**src/pkg/cec_pkg.sv**
```systemverilog
package cec_pkg;

  // ---------------------------------------------------------------
  // register map (byte addresses)
  // ---------------------------------------------------------------
  localparam logic [31:0] CEC_ADDR_CTRL     = 32'h4002_0000;
  localparam logic [31:0] CEC_ADDR_START    = 32'h4002_0004;
  localparam logic [31:0] CEC_ADDR_STATUS   = 32'h4002_0014;
  localparam logic [31:0] CEC_ADDR_IRQ_STAT = 32'h4002_0030;
  localparam logic [31:0] CEC_ADDR_IRQ_MASK = 32'h4002_0034;

  localparam logic [31:0] CEC_CTRL_RESET    = 32'h0000_0000;
  localparam logic [31:0] CEC_CTRL_WMASK    = 32'h0003_FFFF;
  localparam int          CEC_START_BIT     = 0;

  // ---------------------------------------------------------------
  // status and interrupt bit positions
  // ---------------------------------------------------------------
  localparam int CEC_ST_IDLE_BIT = 0;
  localparam int CEC_ST_WAIT_BIT = 1;
  localparam int CEC_ST_KEXP_BIT = 2;
  localparam int CEC_IRQ_W       = 2;
  localparam int CEC_IRQ_DONE    = 0;
  localparam int CEC_IRQ_WAIT    = 1;
  localparam logic [CEC_IRQ_W-1:0] CEC_IRQ_RESET = 2'h0;

  // ---------------------------------------------------------------
  // field encodings
  // ---------------------------------------------------------------
  localparam logic [1:0] CEC_KSZ_128 = 2'h0;
  localparam logic [1:0] CEC_KSZ_192 = 2'h1;
  localparam logic [1:0] CEC_CHN_CTR = 2'h2;
  localparam logic [1:0] CEC_CHN_CBC = 2'h3;
  localparam logic [1:0] CEC_FAM_32  = 2'h0;
  localparam logic [1:0] CEC_FAM_64  = 2'h1;

  // digest sizes in bytes, per family and algorithm code
  localparam logic [6:0] CEC_DG_F32_0 = 7'h10;
  localparam logic [6:0] CEC_DG_F32_1 = 7'h14;
  localparam logic [6:0] CEC_DG_F32_2 = 7'h1C;
  localparam logic [6:0] CEC_DG_F32_3 = 7'h20;
  localparam logic [6:0] CEC_DG_F64_0 = 7'h30;
  localparam logic [6:0] CEC_DG_F64_1 = 7'h40;
  localparam logic [6:0] CEC_DG_F64_2 = 7'h1C;
  localparam logic [6:0] CEC_DG_F64_3 = 7'h20;
  localparam logic [6:0] CEC_DG_NONE  = 7'h00;

  // ---------------------------------------------------------------
  // types
  // ---------------------------------------------------------------
  typedef struct packed {
    logic [13:0] rsvd;
    logic        force_key_expansion;
    logic        more_input;
    logic [5:0]  digest_output_length;
    logic        hash_select;
    logic        irq_enable;
    logic        cipher_direction;
    logic [1:0]  cipher_key_size;
    logic        writeback_policy;
    logic [1:0]  algorithm_family_select;
    logic [1:0]  algorithm_select;
  } cec_ctrl_t;

  typedef enum logic [1:0] {
    CEC_KEY_128 = 2'h0,
    CEC_KEY_192 = 2'h1,
    CEC_KEY_256 = 2'h2
  } cec_key_t;

  typedef enum logic [1:0] {
    CEC_ECB = 2'h0,
    CEC_CTR = 2'h1,
    CEC_CBC = 2'h2
  } cec_chain_t;

  typedef struct packed {
    logic       is_hash;
    logic       encrypt;
    cec_key_t   key_size;
    cec_chain_t chain;
    logic       wide_family;
    logic [1:0] hash_alg;
    logic [6:0] digest_bytes;
    logic       length_ok;
    logic       final_block_only;
    logic       more_input;
  } cec_cfg_t;

  typedef enum logic [2:0] {
    CEC_S_IDLE = 3'b001,
    CEC_S_RUN  = 3'b010,
    CEC_S_WAIT = 3'b100
  } cec_state_t;

endpackage

```
**src/design/cec_top.sv**
```systemverilog
`timescale 1ns/1ps
//
// Contract
// - forced key expansion runs with next cipher start
// - hardware clears force bit after expansion
// - last input: finish, raise idle flag
// - more input: halt, raise waiting flag
// - digest length field is bytes minus one
// - type bit: 0 cipher, 1 hash
// - interrupt only when enable bit set
// - key size 00=128, 01=192, else 256
// - cipher writeback all or final block
// - chaining 0x ECB, 10 CTR, 11 CBC
// - hash family by mode, digest by algorithm
// - start bit begins run, self-clearing
//
module cec_top
  import cec_pkg::*;
(
  // clock and reset
  input  wire logic        i_sys_clk,
  input  wire logic        i_resetn,
  // register port
  input  wire logic [31:0] i_reg_addr,
  input  wire logic [31:0] i_reg_wdata,
  input  wire logic        i_reg_wr,
  input  wire logic        i_reg_rd,
  output logic      [31:0] o_reg_rdata,
  // engine datapath handshake
  input  wire logic        i_eng_input_done,
  input  wire logic        i_eng_kexp_done,
  output logic             o_eng_start,
  output logic             o_eng_kexp,
  output cec_cfg_t         o_eng_cfg,
  // engine state
  output logic             o_engine_idle_flag,
  output logic             o_wait_for_input,
  // interrupt
  output logic             o_irq
);

  // ---------------------------------------------------------------
  // register decode
  // ---------------------------------------------------------------
  wire hit_ctrl     = (i_reg_addr == CEC_ADDR_CTRL);
  wire hit_start    = (i_reg_addr == CEC_ADDR_START);
  wire hit_status   = (i_reg_addr == CEC_ADDR_STATUS);
  wire hit_irq_stat = (i_reg_addr == CEC_ADDR_IRQ_STAT);
  wire hit_irq_mask = (i_reg_addr == CEC_ADDR_IRQ_MASK);

  wire wr_ctrl      = i_reg_wr && hit_ctrl;
  wire wr_start     = i_reg_wr && hit_start && i_reg_wdata[CEC_START_BIT];
  wire wr_irq_stat  = i_reg_wr && hit_irq_stat;
  wire wr_irq_mask  = i_reg_wr && hit_irq_mask;

  // ---------------------------------------------------------------
  // state
  // ---------------------------------------------------------------
  cec_ctrl_t               ctrl_r;
  cec_ctrl_t               ctrl_nxt;
  cec_state_t              state_r;
  cec_state_t              state_nxt;
  logic [CEC_IRQ_W-1:0]    irq_stat_r;
  logic [CEC_IRQ_W-1:0]    irq_stat_nxt;
  logic [CEC_IRQ_W-1:0]    irq_mask_r;
  logic [CEC_IRQ_W-1:0]    irq_mask_nxt;
  logic [31:0]             rdata_r;
  logic [31:0]             rdata_nxt;
  logic                    start_r;
  logic                    kexp_r;
  logic                    kexp_busy_r;
  logic                    kexp_busy_nxt;
  cec_cfg_t                cfg_dec;
  cec_cfg_t                cfg_r;

  // ---------------------------------------------------------------
  // configuration decode
  // ---------------------------------------------------------------
  cec_cfg_decode u_decode (
    .i_ctrl (ctrl_r),
    .o_cfg  (cfg_dec)
  );

  // ---------------------------------------------------------------
  // run sequencing
  // ---------------------------------------------------------------
  wire is_idle    = (state_r == CEC_S_IDLE);
  wire is_run     = (state_r == CEC_S_RUN);
  wire is_wait    = (state_r == CEC_S_WAIT);
  // a start while running is ignored
  wire start_ok   = wr_start && !is_run;
  wire run_end    = is_run && i_eng_input_done;
  wire end_final  = run_end && !ctrl_r.more_input;
  wire end_halt   = run_end && ctrl_r.more_input;
  // expansion only for a cipher run with the force bit set
  wire kexp_go    = start_ok && ctrl_r.force_key_expansion &&
                    !ctrl_r.hash_select;

  always_comb begin
    state_nxt = state_r;
    unique case (state_r)
      CEC_S_IDLE: begin
        if (start_ok) begin
          state_nxt = CEC_S_RUN;
        end
      end
      CEC_S_RUN: begin
        if (end_final) begin
          state_nxt = CEC_S_IDLE;
        end else if (end_halt) begin
          state_nxt = CEC_S_WAIT;
        end
      end
      CEC_S_WAIT: begin
        if (start_ok) begin
          state_nxt = CEC_S_RUN;
        end
      end
      default: begin
        state_nxt = CEC_S_IDLE;
      end
    endcase
  end

  // ---------------------------------------------------------------
  // control register
  // ---------------------------------------------------------------
  wire cec_ctrl_t wr_word    = cec_ctrl_t'(i_reg_wdata & CEC_CTRL_WMASK);
  wire            kexp_clear = kexp_busy_r && i_eng_kexp_done;
  wire            kexp_set   = wr_ctrl && wr_word.force_key_expansion;

  always_comb begin
    ctrl_nxt = ctrl_r;
    if (wr_ctrl) begin
      ctrl_nxt = wr_word;
    end
    // a software set in the same cycle wins over the clear
    if (kexp_clear && !kexp_set) begin
      ctrl_nxt.force_key_expansion = 1'b0;
    end
  end

  assign kexp_busy_nxt = kexp_go ? 1'b1 : (kexp_clear ? 1'b0 : kexp_busy_r);

  // ---------------------------------------------------------------
  // interrupt status and mask
  // ---------------------------------------------------------------
  wire [CEC_IRQ_W-1:0] irq_events = {end_halt, end_final};
  wire [CEC_IRQ_W-1:0] irq_w1c    = wr_irq_stat ? i_reg_wdata[CEC_IRQ_W-1:0]
                                                : CEC_IRQ_RESET;

  // set wins over a write-one clear in the same cycle
  assign irq_stat_nxt = (irq_stat_r & ~irq_w1c) | irq_events;
  assign irq_mask_nxt = wr_irq_mask ? i_reg_wdata[CEC_IRQ_W-1:0] : irq_mask_r;

  // ---------------------------------------------------------------
  // read mux
  // ---------------------------------------------------------------
  wire [31:0] status_word = {29'h0, ctrl_r.force_key_expansion, is_wait, is_idle};
  wire [31:0] irq_stat_w  = {30'h0, irq_stat_r};
  wire [31:0] irq_mask_w  = {30'h0, irq_mask_r};

  assign rdata_nxt = !i_reg_rd    ? 32'h0000_0000 :
                     hit_ctrl     ? 32'(ctrl_r)   :
                     hit_status   ? status_word   :
                     hit_irq_stat ? irq_stat_w    :
                     hit_irq_mask ? irq_mask_w    :
                     32'h0000_0000;

  // ---------------------------------------------------------------
  // registers
  // ---------------------------------------------------------------
  always_ff @(posedge i_sys_clk or negedge i_resetn) begin
    if (!i_resetn) begin
      state_r <= CEC_S_IDLE;
      ctrl_r  <= cec_ctrl_t'(CEC_CTRL_RESET);
    end else begin
      state_r <= state_nxt;
      ctrl_r  <= ctrl_nxt;
    end
  end

  always_ff @(posedge i_sys_clk or negedge i_resetn) begin
    if (!i_resetn) begin
      irq_stat_r <= CEC_IRQ_RESET;
      irq_mask_r <= CEC_IRQ_RESET;
      rdata_r    <= 32'h0000_0000;
    end else begin
      irq_stat_r <= irq_stat_nxt;
      irq_mask_r <= irq_mask_nxt;
      rdata_r    <= rdata_nxt;
    end
  end

  always_ff @(posedge i_sys_clk or negedge i_resetn) begin
    if (!i_resetn) begin
      start_r     <= 1'b0;
      kexp_r      <= 1'b0;
      kexp_busy_r <= 1'b0;
      cfg_r       <= '0;
    end else begin
      start_r     <= start_ok;
      kexp_r      <= kexp_go;
      kexp_busy_r <= kexp_busy_nxt;
      cfg_r       <= cfg_dec;
    end
  end

  // ---------------------------------------------------------------
  // outputs
  // ---------------------------------------------------------------
  assign o_reg_rdata        = rdata_r;
  assign o_eng_start        = start_r;
  assign o_eng_kexp         = kexp_r;
  assign o_eng_cfg          = cfg_r;
  assign o_engine_idle_flag = is_idle;
  assign o_wait_for_input   = is_wait;
  assign o_irq              = ctrl_r.irq_enable && |(irq_stat_r & irq_mask_r);

endmodule

```
**src/design/cec_cfg_decode.sv**
```systemverilog
`timescale 1ns/1ps
module cec_cfg_decode
  import cec_pkg::*;
(
  // raw control fields
  input  wire cec_ctrl_t i_ctrl,
  // decoded configuration
  output cec_cfg_t       o_cfg
);

  // ---------------------------------------------------------------
  // digest size lookup
  // ---------------------------------------------------------------
  function automatic logic [6:0] cec_digest_max(input logic [1:0] fam,
                                                 input logic [1:0] alg);
    logic [6:0] sz;
    sz = CEC_DG_NONE;
    if (fam == CEC_FAM_32) begin
      unique case (alg)
        2'h0: sz = CEC_DG_F32_0;
        2'h1: sz = CEC_DG_F32_1;
        2'h2: sz = CEC_DG_F32_2;
        2'h3: sz = CEC_DG_F32_3;
      endcase
    end else if (fam == CEC_FAM_64) begin
      unique case (alg)
        2'h0: sz = CEC_DG_F64_0;
        2'h1: sz = CEC_DG_F64_1;
        2'h2: sz = CEC_DG_F64_2;
        2'h3: sz = CEC_DG_F64_3;
      endcase
    end
    return sz;
  endfunction

  // ---------------------------------------------------------------
  // decode
  // ---------------------------------------------------------------
  wire [6:0]  max_bytes = cec_digest_max(i_ctrl.algorithm_family_select,
                                         i_ctrl.algorithm_select);
  wire [6:0]  req_bytes = {1'b0, i_ctrl.digest_output_length} + 7'h01;
  wire        len_ok    = (max_bytes != CEC_DG_NONE) && (req_bytes <= max_bytes);
  wire        is_hash   = i_ctrl.hash_select;
  cec_key_t   key_sz;
  cec_chain_t chain;

  assign key_sz = (i_ctrl.cipher_key_size == CEC_KSZ_128) ? CEC_KEY_128 :
                  (i_ctrl.cipher_key_size == CEC_KSZ_192) ? CEC_KEY_192 :
                  CEC_KEY_256;
  assign chain  = (i_ctrl.algorithm_family_select == CEC_CHN_CTR) ? CEC_CTR :
                  (i_ctrl.algorithm_family_select == CEC_CHN_CBC) ? CEC_CBC :
                  CEC_ECB;

  assign o_cfg.is_hash          = is_hash;
  assign o_cfg.encrypt          = i_ctrl.cipher_direction;
  assign o_cfg.key_size         = key_sz;
  assign o_cfg.chain            = chain;
  assign o_cfg.wide_family      = is_hash &&
                                  (i_ctrl.algorithm_family_select == CEC_FAM_64);
  assign o_cfg.hash_alg         = i_ctrl.algorithm_select;
  assign o_cfg.digest_bytes     = len_ok ? req_bytes : max_bytes;
  assign o_cfg.length_ok        = len_ok;
  assign o_cfg.final_block_only = !is_hash && i_ctrl.writeback_policy;
  assign o_cfg.more_input       = i_ctrl.more_input;

endmodule

```
**config.mk**
```make
export PLATFORM = sky130hd
export DESIGN_NAME = cec_top
export DESIGN_NICKNAME = d
export VERILOG_FILES = /design/src/pkg/cec_pkg.sv /design/src/design/cec_top.sv /design/src/design/cec_cfg_decode.sv
export SDC_FILE = /design/constraint.sdc
export NUM_CORES = 1
export LEC_CHECK = 0
export ABC_AREA = 1
export BUFFER_PORTS_ARGS = -buffer_cell sky130_fd_sc_hd__buf_2
export CORE_ASPECT_RATIO = 0.75
export CORE_MARGIN = 2
export CORE_UTILIZATION = 50
export CTS_CLUSTER_SIZE = 14
export DETAILED_ROUTE_END_ITERATION = 10
export PLACE_DENSITY = 0.93
export SLEW_MARGIN = 20
export SYNTH_ARGS = -nofsm -noshare
export SYNTH_HDL_FRONTEND = slang
export SYNTH_HIERARCHICAL = 1
export SYNTH_SLANG_ARGS = --single-unit
```
**constraint.sdc**
```tcl
create_clock -name i_sys_clk -period 4.14 [get_ports i_sys_clk]
set_input_delay 0.828 -clock i_sys_clk [delete_from_list [all_inputs] [get_ports i_sys_clk]]
set_output_delay 0.828 -clock i_sys_clk [all_outputs]
set_load 0.01 [all_outputs]
```
==> metrics.md, run 1 <==
| Metric | Value |
|---|---|
| Largest net degree at the start of global routing | 36 |
| Clk sinks | 65 |
| Top delay family on crit path | simple AND/OR/NAND/NOR gates |
| Worst slack at placement | 1.70 ns |
| CP most frequent cell | nand2_1 |
| Pwr Density | 292 mW/mm2 |
| First-pass GRT wire length | 12600 um |
| Area contributors post-synth | dfrtp_1, nand2_1, inv_1 |
| Area growth from synthesis to layout | 18.2% |
| Startpoint types | register |
| Register area share after synthesis | 47.9% |
| WP buf/inv | 3 |
| Initial antenna violation count | 0 |
| Setup CP Type | reg2reg |
| CP required | 4.38 ns |
| Crit-path max cell delay | 0.48 ns |
| Maximum fanout along the worst path | 7 |
| DRT Pass-1 Iters | 4 |
| Max-slew violation count | 0 |
| Starting DRT DRC Count | 139 |
| Worst slew margin | 51.0% |
| Cell area after layout | 0.00402 mm2 |
| Critical Path Sink | o_eng_cfg[8] |
| Peak supply drop | 136 uV |
| Final min period | 2.45 ns |
| Unique masters post-synth | 30 |
| Post-route ant nets | 0 |
| CTS Buffer Depth | 2 |
| Total die area | 0.00748 mm2 |
| Total Power | 1170 uW |
| Final hold violation count | 0 |
| Reg2Reg Setup Slack | 1.69 ns |
| Most frequent cells in the layout | buf_2, nand2_1, inv_1, dfrtp_1, nor2_1 |
| CTS Hold Bufs | 0 |
| Setup violations, final | 0 |
| Yosys reg bits | 65 |
| Fillers | 551 |
| RSZ-0062 raised after global routing | false |
| CTS root buf | clkbuf_8 |
| Die X | 99.2 um |
| Peak Freq | 408 MHz |
| Worst R2R Start | ctrl_r[0] |
| Status | complete, no violations |
| Post-DP Area | 0.00385 mm2 |
| FF-to-FF End | o_eng_cfg[8] |
| CP Launch Point | ctrl_r[0] |
| Mapped Avg Cell Area | 8.17 um2 |
| Period utilization | 59.2% |
| Num ports | 126 |
| P_leak | 0.00242 uW |
| Register area | 0.00163 mm2 |
| Post-DP HPWL | 5970 um |
| Critical path's slowest cell | dfrtp_1 |
| Max-Cap Viols | 0 |
| Final WS setup | 1.69 ns |
| Drt drc | 0 |
| Multi-input logic area | 0.00136 mm2 |
| Top cell type's share of synthesized area | 47.1% |
| FF-to-FF path depth | 14 |
| WL/cell | 12.9 um |
| Via count | 2917 |
| # H-tree levels | 3 |
| Die Y | 75.4 um |
| PostCTS Resize Cnt | 0 |
| Detailed Route WL | 7700 um |
| Critical Path AT | 2.68 ns |
| Cell breakdown of the critical path | inv_1, ha_1, inv_1, nand3_1, nand2_2, inv_1, ha_1, nand2_1, nor2_1, nand4_1, nand2_1, nand2_4, nand2_1, nand2_1 |
| Port bufs | 97 |
| Number of core rows | 25 |
| CTS Buf Count | 9 |
| Synth area leader | dfrtp_1 |
| Clk slew on worst S/H paths | 0.07 ns |
| Clock skew | 0.00483 ns |
| Fraction of layout cells with a size suffix above 1 | 29.2% |
| Synthesized instance count | 416 |
| Crit end category | register |
| GPL Wtd Cong | 0.951 |
| # diodes | 0 |
| Drt via density | 4.88 |
| Mapped cell area | 0.00340 mm2 |
| Total gr overflow | 0 |
| Commonest non-fill, non-tap cell in the layout | buf_2 |
| Tot GR Track Use | 22.0% |
| Post-CTS Setup Inserts | 0 |
| Vias in the first global route | 2909 |
| Starting Density | 52.7% |
| WP depth | 14 |
| Min-Delay Path Class | reg2reg |
| TritonCTS clock tree | built |
| Yosys Warn Count | 6 |
| Skew-Pair Late Insertion Delay | 0.35 ns |
| Sum Neg Setup Slack | 0 ns |
| Nets@finish | 594 |
| Slew @ Worst Pin | 0.733 ns |
| Core area | 0.00644 mm2 |
## worst min path at each step
stage | startpoint | end | depth (start not counted)
finish | ctrl_r[7] | o_eng_cfg[17] | 0
global route | ctrl_r[7] | o_eng_cfg[17] | 0
CTS | ctrl_r[7] | o_eng_cfg[17] | 0
detailed placement | ctrl_r[7] | o_eng_cfg[17] | 0
global placement | ctrl_r[7] | o_eng_cfg[17] | 0
floorplan | ctrl_r[6] | o_eng_cfg[15] | 1
## power breakdown
| part | internal, uW | total [uW] | switching, uW | leakage (uW) |
|---|---|---|---|---|
| clock | 215 | 466 | 251 | 0.0000814 |
| combinational | 26.2 | 71.0 | 44.8 | 0.00154 |
| sequential | 636 | 637 | 1.29 | 0.000803 |
## kinds of logic (layout without fill, tap and decap cells)
| kind of cell | count (synthesis) | in the layout | synth area share [%] |
|---|---|---|---|
| DFF | 65 | 65 | 47.9 |
| adders and majority gates | 12 | 12 | 4.42 |
| xor gates and xnor gates | 3 | 3 | 0.773 |
| and+or+nand+nor | 207 | 207 | 28.2 |
| AOI/OAI and AO/OA | 31 | 31 | 5.01 |
| buffers and inverters | 97 | 185 | 13.6 |
| other | 1 | 14 | 0.110 |
## final cells by class
cell class / instances / area share, %
clock buffers: 9 / 3.08
clock inverters: 7 / 1.15
inverters: 71 / 6.64
multi-input cells: 267 / 33.8
flip-flops and latches: 65 / 40.5
well taps: 81 / 2.52
repair buffers: 98 / 12.3
## state kept, by name, indices dropped and copies added (netlist names)
signal       count
ctrl_r          18
state_r          3
irq_stat_r       2
o_eng_cfg       19
o_reg_rdata     18
irq_mask_r       2
o_eng_start      1
o_eng_kexp       1
kexp_busy_r      1
## cells in the mapped netlist
cell       n
nand2_1   84
inv_1     69
dfrtp_1   64
nor2_1    49
nand3_1   34
buf_4     20
nor2_2    16
o21ai_0   14
ha_1      12
nand2_2   10
o21ai_1    6
a21oi_1    4
nor2_4     4
buf_6      3
clkbuf_1   3
nand4_1    3
xor2_1     3
a21boi_0   2
inv_2      2
nand2_4    2
nor3_1     2
o21bai_1   2
a31oi_1    1
conb_1     1
dfstp_2    1
nor3_4     1
nor3b_1    1
o211ai_1   1
o22ai_1    1
or2_2      1
## through the flow
stage | util, % | hold slack [ns] | instances
6_report | 62.3 | 0.377 | 598
5_1_grt | 62.3 | 0.384 | 598
4_1_cts | 62.3 | 0.378 | 598
3_5_place_dp | 59.7 | 0.361 | 582
3_3_place_gp | 59.7 | 0.358 | 582
2_1_floorplan | - | 0.419 | 429
## worst register-to-register path, cell delays in order (launching register included)
cell	delay [ns]
dfrtp_1	0.48
inv_1	0.11
ha_1	0.33
inv_1	0.07
nand3_1	0.08
nand2_2	0.11
inv_1	0.05
ha_1	0.27
nand2_1	0.06
nor2_1	0.13
nand4_1	0.16
nand2_1	0.25
nand2_4	0.11
nand2_1	0.07
nand2_1	0.05
## routing by layer
metal | GRT usage, % | share of wire (%) | up-vias
met1 | 25.1 | 43 | 1360
met4 | 8.37 | 1.8 | 0
li1 | - | - | 1430
met2 | 39.3 | 48 | 109
met3 | 7.25 | 7.5 | 18
met5 | 0 | 0 | -
(Power assumes the default switching activity.)
==> run 2: changes to the inputs <==
Settings changed: ABC_AREA 1 to 0, CORE_UTILIZATION 50 to 49, PLACE_DENSITY 0.93 to 0.92.
Clock period 4.14 ns to 2.35 ns, I/O delays scaled along.
==> metrics.md, run 2 <==
| Metric | Value |
|---|---|
| Peak Freq | 424 MHz (+3.9%) |
| CTS Buf Count | 9 (unchanged) |
| Initial antenna violation count | 0 (unchanged) |
| Maximum fanout along the worst path | 4 (-3) |
| Worst slew margin | 51.5% (+0.50 points) |
| CTS root buf | clkbuf_8 |
| Starting Density | 51.2% (-1.5 points) |
| Utilization after layout | 66.0% (+3.7 points) |
| GPL Wtd Cong | 0.937 (-1.5%) |
| Drt drc | 0 (unchanged) |
| Sequential power share | 52.8% (-1.5 points) |
| FF-to-FF path depth | 9 (-5) |
| Period utilization | 100% (+41 points) |
| Total Power | 2120 uW (+80%) |
| Crit end category | register |
| Vias in the first global route | 2446 (-16%) |
| P_leak | 0.00220 uW (-9.2%) |
| Nets@finish | 466 (-22%) |
| Die Y | 74.6 um (-1.1%) |
| Synth area leader | dfrtp_1 |
| Startpoint types | register |
| FFs w/ async S/R, synth | 100% (unchanged) |
| Top delay family on crit path | simple AND/OR/NAND/NOR gates |
| Min-Delay Path Class | in2async |
| Critical Path Sink | o_eng_cfg[6] |
| Post-DP HPWL | 5360 um (-10%) |
| Total die area | 0.00731 mm2 (-2.2%) |
| Crit-path max cell delay | 0.46 ns (-0.02 ns) |
| Most frequent cells in the layout | buf_2, dfrtp_1, buf_4, and2_1, conb_1 |
| FF-to-FF End | o_eng_cfg[6] |
| Final min period | 2.36 ns (-0.0928 ns) |
| Tot GR Track Use | 21.5% (-0.50 points) |
| Skew-Pair Late Insertion Delay | 0.34 ns (about the same) |
| Port bufs | 97 (unchanged) |
| Clock network fraction of total power | 41.4% (+1.7 points) |
| EDFF count, synth | 0 (unchanged) |
| Unique masters post-synth | 56 (+87%) |
| Setup CP Type | reg2reg |
| CP required | 2.57 ns (-1.81 ns) |
| Yosys reg bits | 65 (unchanged) |
| First-pass GRT wire length | 12000 um (-5.1%) |
| Final hold violation count | 0 (unchanged) |
| Core area | 0.00635 mm2 (-1.5%) |
| Drt via density | 5.10 (+4.5%) |
| Worst R2R Start | ctrl_r[0] |
| Num ports | 126 (unchanged) |
| Pwr Density | 505 mW/mm2 (+73%) |
| Fraction of layout cells with a size suffix above 1 | 50.4% (+21 points) |
| Critical Path AT | 2.57 ns (-0.11 ns) |
| Slew @ Worst Pin | 0.728 ns (-0.00508 ns) |
| Mapped Avg Cell Area | 12.3 um2 (+50%) |
| Largest net degree at the start of global routing | 37 (+2.8%) |
| Failing checks | setup timing |
| WP depth | 9 (-5) |
| DRT Pass-1 Iters | 4 (unchanged) |
| RSZ-0062 raised after global routing | true |
| CP Launch Point | ctrl_r[0] |
| Max reg flops | 19 (unchanged) |
| Final WS setup | -0.00640 ns (-1.70 ns) |
| Starting DRT DRC Count | 128 (-7.9%) |
| Setup violations, final | 1 (+1) |
| Cell breakdown of the critical path | inv_4, ha_4, mux2i_2, nand2b_1, ha_1, nand4_1, or2_4, o2bb2ai_4, mux2_4 |
| Post-route ant nets | 0 (unchanged) |
| Clock skew | 0.0107 ns (+0.00584 ns) |
| Mapped cell area | 0.00325 mm2 (-4.3%) |
| # diodes | 0 (unchanged) |
| Yosys Warn Count | 6 (unchanged) |
| Clk slew on worst S/H paths | 0.08 ns (about the same) |
| Fillers | 476 (-14%) |
| Peak supply drop | 458 uV (+240%) |
| TritonCTS clock tree | built |
| Critical path's slowest cell | dfrtp_2 |
| Cell area after layout | 0.00419 mm2 (+4.4%) |
| Register area share after synthesis | 50.1% (+2.2 points) |
| Most frequent cell after synthesis | dfrtp_1 |
| Die X | 98.1 um (-1.1%) |
| Detailed Route WL | 7410 um (-3.7%) |
| Number of core rows | 25 (unchanged) |
| Int Pwr | 1590 uW (+81%) |
| Status | finished with violations |
| Most instantiated cells after synthesis | dfrtp_1, buf_4, and2_1 |
| Commonest non-fill, non-tap cell in the layout | buf_2 |
| WL/cell | 15.8 um (+23%) |
| Total gr overflow | 0 (unchanged) |
| Switching Fraction | 24.9% (-0.36 points) |
| Synthesized instance count | 265 (-36%) |
| Logic pwr share | 5.8% (-0.2 points) |
| WP buf/inv | 1 (-2) |
| Area growth from synthesis to layout | 29.0% |
| # H-tree levels | 3 (unchanged) |
| Post-DP Area | 0.00385 mm2 (+0.13%) |
| Reg2Reg Setup Slack | -0.006 ns (-1.70 ns) |
| Max-Cap Viols | 0 (unchanged) |
| Post-synth top flop | dfrtp_1 |
| Via count | 2396 (-18%) |
| Max-slew violation count | 0 (unchanged) |
| Area contributors post-synth | dfrtp_1, mux2_4, buf_4 |
| Sw power | 528 uW (+78%) |
| Top cell type's share of synthesized area | 49.2% (+2.1 points) |
| Clk sinks | 65 (unchanged) |
| CTS Buffer Depth | 2 (unchanged) |
## run 2: cell types whose count changed in the layout (fill, tap and decap cells not counted), sizes merged, moves of 11 or more
cell   previous run  this run
nor4              0        11
nand3            34         3
and2              0        16
o21ai            20         4
buf              98       121
nand2            96        10
nor2             69         5
inv              72        18
mux2              0        21
## run 2: power by group through the flow
stage	clock (uW)	combinational, uW	sequential [uW]
after floorplan	0	51.9	1140
after global placement	0	117	1140
final	878	123	1120
after CTS	907	123	1120
after detailed placement	0	123	1140
after global routing	953	136	1120
## run 2: stage by stage
step	cells	setup TNS (ns)	hold slack, ns	setup slack, ns
after floorplan	278	0	0.174	0.00365
after detailed placement	445	-0.0861	0.397	-0.0516
after global routing	470	-0.309	0.244	-0.111
after global placement	445	0	0.373	0.0420
final	470	-0.00640	0.191	-0.00640
after CTS	463	0	0.200	0.000160
## run 2: logic make-up (layout without fill, tap and decap cells)
kind of cell,Yosys count,in the layout,synth area share (%)
and+or+nand+nor,90,90,20.4
DFF,65,65,50.1
buffers and inverters,41,152,7.62
muxes,28,28,10.7
AOI/OAI and AO/OA,25,25,5.73
adders and majority gates,12,12,4.62
xor gates and xnor gates,3,3,0.808
other,1,14,0.115
## run 2: layer usage
layer,wire [um],up-vias,part of all wire (%),global-route usage [%]
met5,0,-,0,0
met4,71,0,0.96,6.79
met3,576,10,7.8,7.61
met2,3740,101,50,36.4
met1,3030,1156,41,26.3
li1,-,1129,-,-
## run 2: how the worst min path moves through the flow
stage,from,to,slack [ns],cells after the start
floorplan,i_resetn,ctrl_r[0],0.17,0
global placement,ctrl_r[7],o_eng_cfg[17],0.37,0
detailed placement,ctrl_r[7],o_eng_cfg[17],0.40,0
CTS,i_resetn,o_reg_rdata[2],0.20,1
global route,i_resetn,o_reg_rdata[2],0.24,1
finish,i_resetn,o_reg_rdata[2],0.19,1
## run 2: repair_timing
action / 4_1_cts / 5_1_grt
buffers inserted: 2 / 7
endpoints found under the hold margin: 0 / 0
hold buffers: 0 / 0
gates resized for setup: 5 / 14
pin swaps: 3 / 8
endpoints found under the setup margin: 4 / 8
## run 2: cell type report
type | instances | area (um2) | area share [%]
repair buffers | 121 | 698 | 16.6
well taps | 81 | 101 | 2.42
clock buffers | 10 | 138 | 3.28
flip-flops and latches | 65 | 1630 | 38.9
multi-input cells | 172 | 1520 | 36.2
inverters | 15 | 58.8 | 1.40
clock inverters | 6 | 48.8 | 1.16
==> run 3: changes to the inputs <==
Settings changed: ABC_AREA 0 to 1, CORE_UTILIZATION 49 to 48, PLACE_DENSITY 0.92 to 0.91, SYNTH_HIERARCHICAL 1 to unset.
==> metrics.md, run 3 <==
| Metric | Value |
|---|---|
| Status | complete, no violations |
| Largest net degree at the start of global routing | 28 (-24%) |
| Port bufs | 97 (unchanged) |
| Tot GR Track Use | 21.0% (-0.44 points) |
| Vias in the first global route | 2601 (+6.3%) |
| EDFF count, synth | 0 (unchanged) |
| First-pass GRT wire length | 11800 um (-1.7%) |
| Worst slack at placement | 0.0139 ns (+0.0655 ns) |
| DRT Pass-1 Iters | 4 (unchanged) |
| Die X | 97.0 um (-1.1%) |
| TritonCTS clock tree | built |
| Clock skew | 0.00663 ns (-0.00404 ns) |
| Mapped Avg Cell Area | 8.63 um2 (-30%) |
| Skew-Pair Late Insertion Delay | 0.33 ns (about the same) |
| Most frequent cell after synthesis | nand2_1 |
| Fillers | 506 (+6.3%) |
| Hold slack | 0.155 ns (-0.0369 ns) |
| CP required | 2.55 ns (-0.02 ns) |
| Worst slew margin | 57.6% (+6.2 points) |
| Core area | 0.00629 mm2 (-0.99%) |
| Peak supply drop | 347 uV (-24%) |
| Detailed Route WL | 7280 um (-1.8%) |
| Synth area leader | dfrtp_1 |
| Pwr Density | 604 mW/mm2 (+20%) |
| Slew @ Worst Pin | 0.635 ns (-0.0928 ns) |
| Crit end category | register |
| Max reg flops | 19 (unchanged) |
| CTS Hold Bufs | 0 (unchanged) |
| Max-Cap Viols | 0 (unchanged) |
| Min-Delay Path Class | in2async |
| Most frequent cells in the layout | buf_2, nand2_1, dfrtp_1, nor2_1, inv_1 |
| Synthesized instance count | 361 (+36%) |
| Yosys Warn Count | 0 (-6) |
| Number of core rows | 25 (unchanged) |
| Num ports | 126 (unchanged) |
| Commonest non-fill, non-tap cell in the layout | buf_2 |
| Post-synth top flop | dfrtp_1 |
| CTS Buffer Depth | 2 (unchanged) |
| Final WS setup | 0.0805 ns (+0.0869 ns) |
| Register area share after synthesis | 52.2% (+2.2 points) |
| Maximum fanout along the worst path | 4 (unchanged) |
| Critical Path AT | 2.47 ns (-0.10 ns) |
| Post-route ant nets | 0 (unchanged) |
| Total gr overflow | 0 (unchanged) |
| Setup violations, final | 0 (-1) |
| Top cell type's share of synthesized area | 51.4% (+2.2 points) |
| Initial antenna violation count | 0 (unchanged) |
| Fraction of layout cells with a size suffix above 1 | 30.6% (-20 points) |
| Max-slew violation count | 0 (unchanged) |
| Startpoint types | register |
| Final hold violation count | 0 (unchanged) |
| Total die area | 0.00716 mm2 (-2.1%) |
| Total Power | 2370 uW (+12%) |
| P_leak | 0.00222 uW (+0.79%) |
| Most instantiated cells after synthesis | nand2_1, dfrtp_1, inv_1 |
| Nets@finish | 551 (+18%) |
| Post-DP HPWL | 5320 um (-0.65%) |
| Peak Freq | 441 MHz (+3.8%) |
| Yosys reg bits | 65 (unchanged) |
| WL/cell | 13.1 um (-17%) |
| CTS root buf | clkbuf_8 |
| Drt drc | 0 (unchanged) |
| Starting Density | 49.6% (-1.7 points) |
| Die Y | 73.8 um (-1.0%) |
| CTS Buf Count | 9 (unchanged) |
| Mapped cell area | 0.00312 mm2 (-4.2%) |
| GPL Wtd Cong | 0.906 (-3.3%) |
| Area growth from synthesis to layout | 25.8% |
| Reg2Reg Setup Slack | 0.08 ns (+0.09 ns) |
| Final min period | 2.27 ns (-0.0869 ns) |
| Starting DRT DRC Count | 138 (+7.8%) |
| Unique masters post-synth | 28 (-50%) |
| Via count | 2662 (+11%) |
| # H-tree levels | 3 (unchanged) |
| Clk slew on worst S/H paths | 0.07 ns (about the same) |
| # diodes | 0 (unchanged) |
| Area contributors post-synth | dfrtp_1, nand2_1, inv_1 |
| Setup CP Type | reg2reg |
| Drt via density | 4.80 (-5.9%) |
| FFs w/ async S/R, synth | 100% (unchanged) |
| Clk sinks | 65 (unchanged) |
| Period utilization | 96.6% (-3.7 points) |
==> run 3: final cells by class <==
| type | count | area (um2) | share of cell area (%) |
|---|---|---|---|
| repair buffers | 105 | 558 | 14.2 |
| clock inverters | 4 | 75.1 | 1.92 |
| flip-flops and latches | 65 | 1630 | 41.6 |
| multi-input cells | 235 | 1200 | 30.6 |
| well taps | 81 | 101 | 2.59 |
| clock buffers | 12 | 155 | 3.96 |
| inverters | 53 | 199 | 5.08 |
==> run 3: path summary, 6_finish.rpt <==
| check | endpoint | cells after the start | startpoint |
|---|---|---|---|
| worst max register to register | o_eng_cfg[7] | 11 | ctrl_r[0] |
| max in group asynchronous | o_reg_rdata[16] | 2 | i_resetn |
| worst min register to register | o_eng_cfg[17] | 0 | ctrl_r[7] |
| worst max-delay path | o_eng_cfg[7] | 11 | ctrl_r[0] |
| min in group i_sys_clk | kexp_busy_r | 2 | i_eng_kexp_done |
| worst min-delay path | o_eng_cfg[11] | 1 | i_resetn |
==> run 3: worst max-delay path, cell delays in order, from the launching register on <==
cell and delay (ns):
dfrtp_2 0.41, buf_4 0.16, ha_1 0.20, o22ai_2 0.21
inv_1 0.08, ha_1 0.34, a21oi_1 0.16, o21ai_1 0.09
o22ai_2 0.16, nand2_1 0.13, nand2_1 0.09, o21ai_0 0.10
==> run 3: per-layer routing <==
| layer | track usage, % | share of wire [%] | vias to the layer above |
|---|---|---|---|
| li1 | - | - | 1316 |
| met1 | 25.3 | 42 | 1235 |
| met3 | 7.52 | 6.0 | 13 |
| met2 | 35.9 | 50 | 98 |
| met4 | 6.73 | 1.5 | 0 |
| met5 | 0 | 0 | - |
==> run 3: power breakdown <==
group	switching, uW	internal [uW]
sequential	6.40	1130
clock	411	656
combinational	101	65.1
==> run 3: stage by stage <==
stage / setup TNS, ns / instance area, um2 / utilization, % / cells
6_report: 0 / 3920 / 62.3 / 555
3_5_place_dp: 0 / 3630 / 57.8 / 535
5_1_grt: -0.166 / 3920 / 62.3 / 555
3_3_place_gp: 0 / 3630 / 57.8 / 535
4_1_cts: 0 / 3860 / 61.4 / 551
2_1_floorplan: 0 / 3160 / - / 374
==> run 3: logic make-up after synthesis <==
family                   synth area share [%]
AND/OR/NAND/NOR                          25.2
buffers and inverters                    11.8
flip-flops                               52.2
AO/OA/AOI/OAI                            4.66
adder cells (fa/ha/maj)                  4.82
XOR/XNOR                                 1.12
other                                   0.120
==> run 3: timing repair <==
item,4_1_cts,5_1_grt
setup buffers,0,3
endpoints found under the setup margin,1,6
cloned,0,1
pin swaps,0,2
resized for setup,1,10
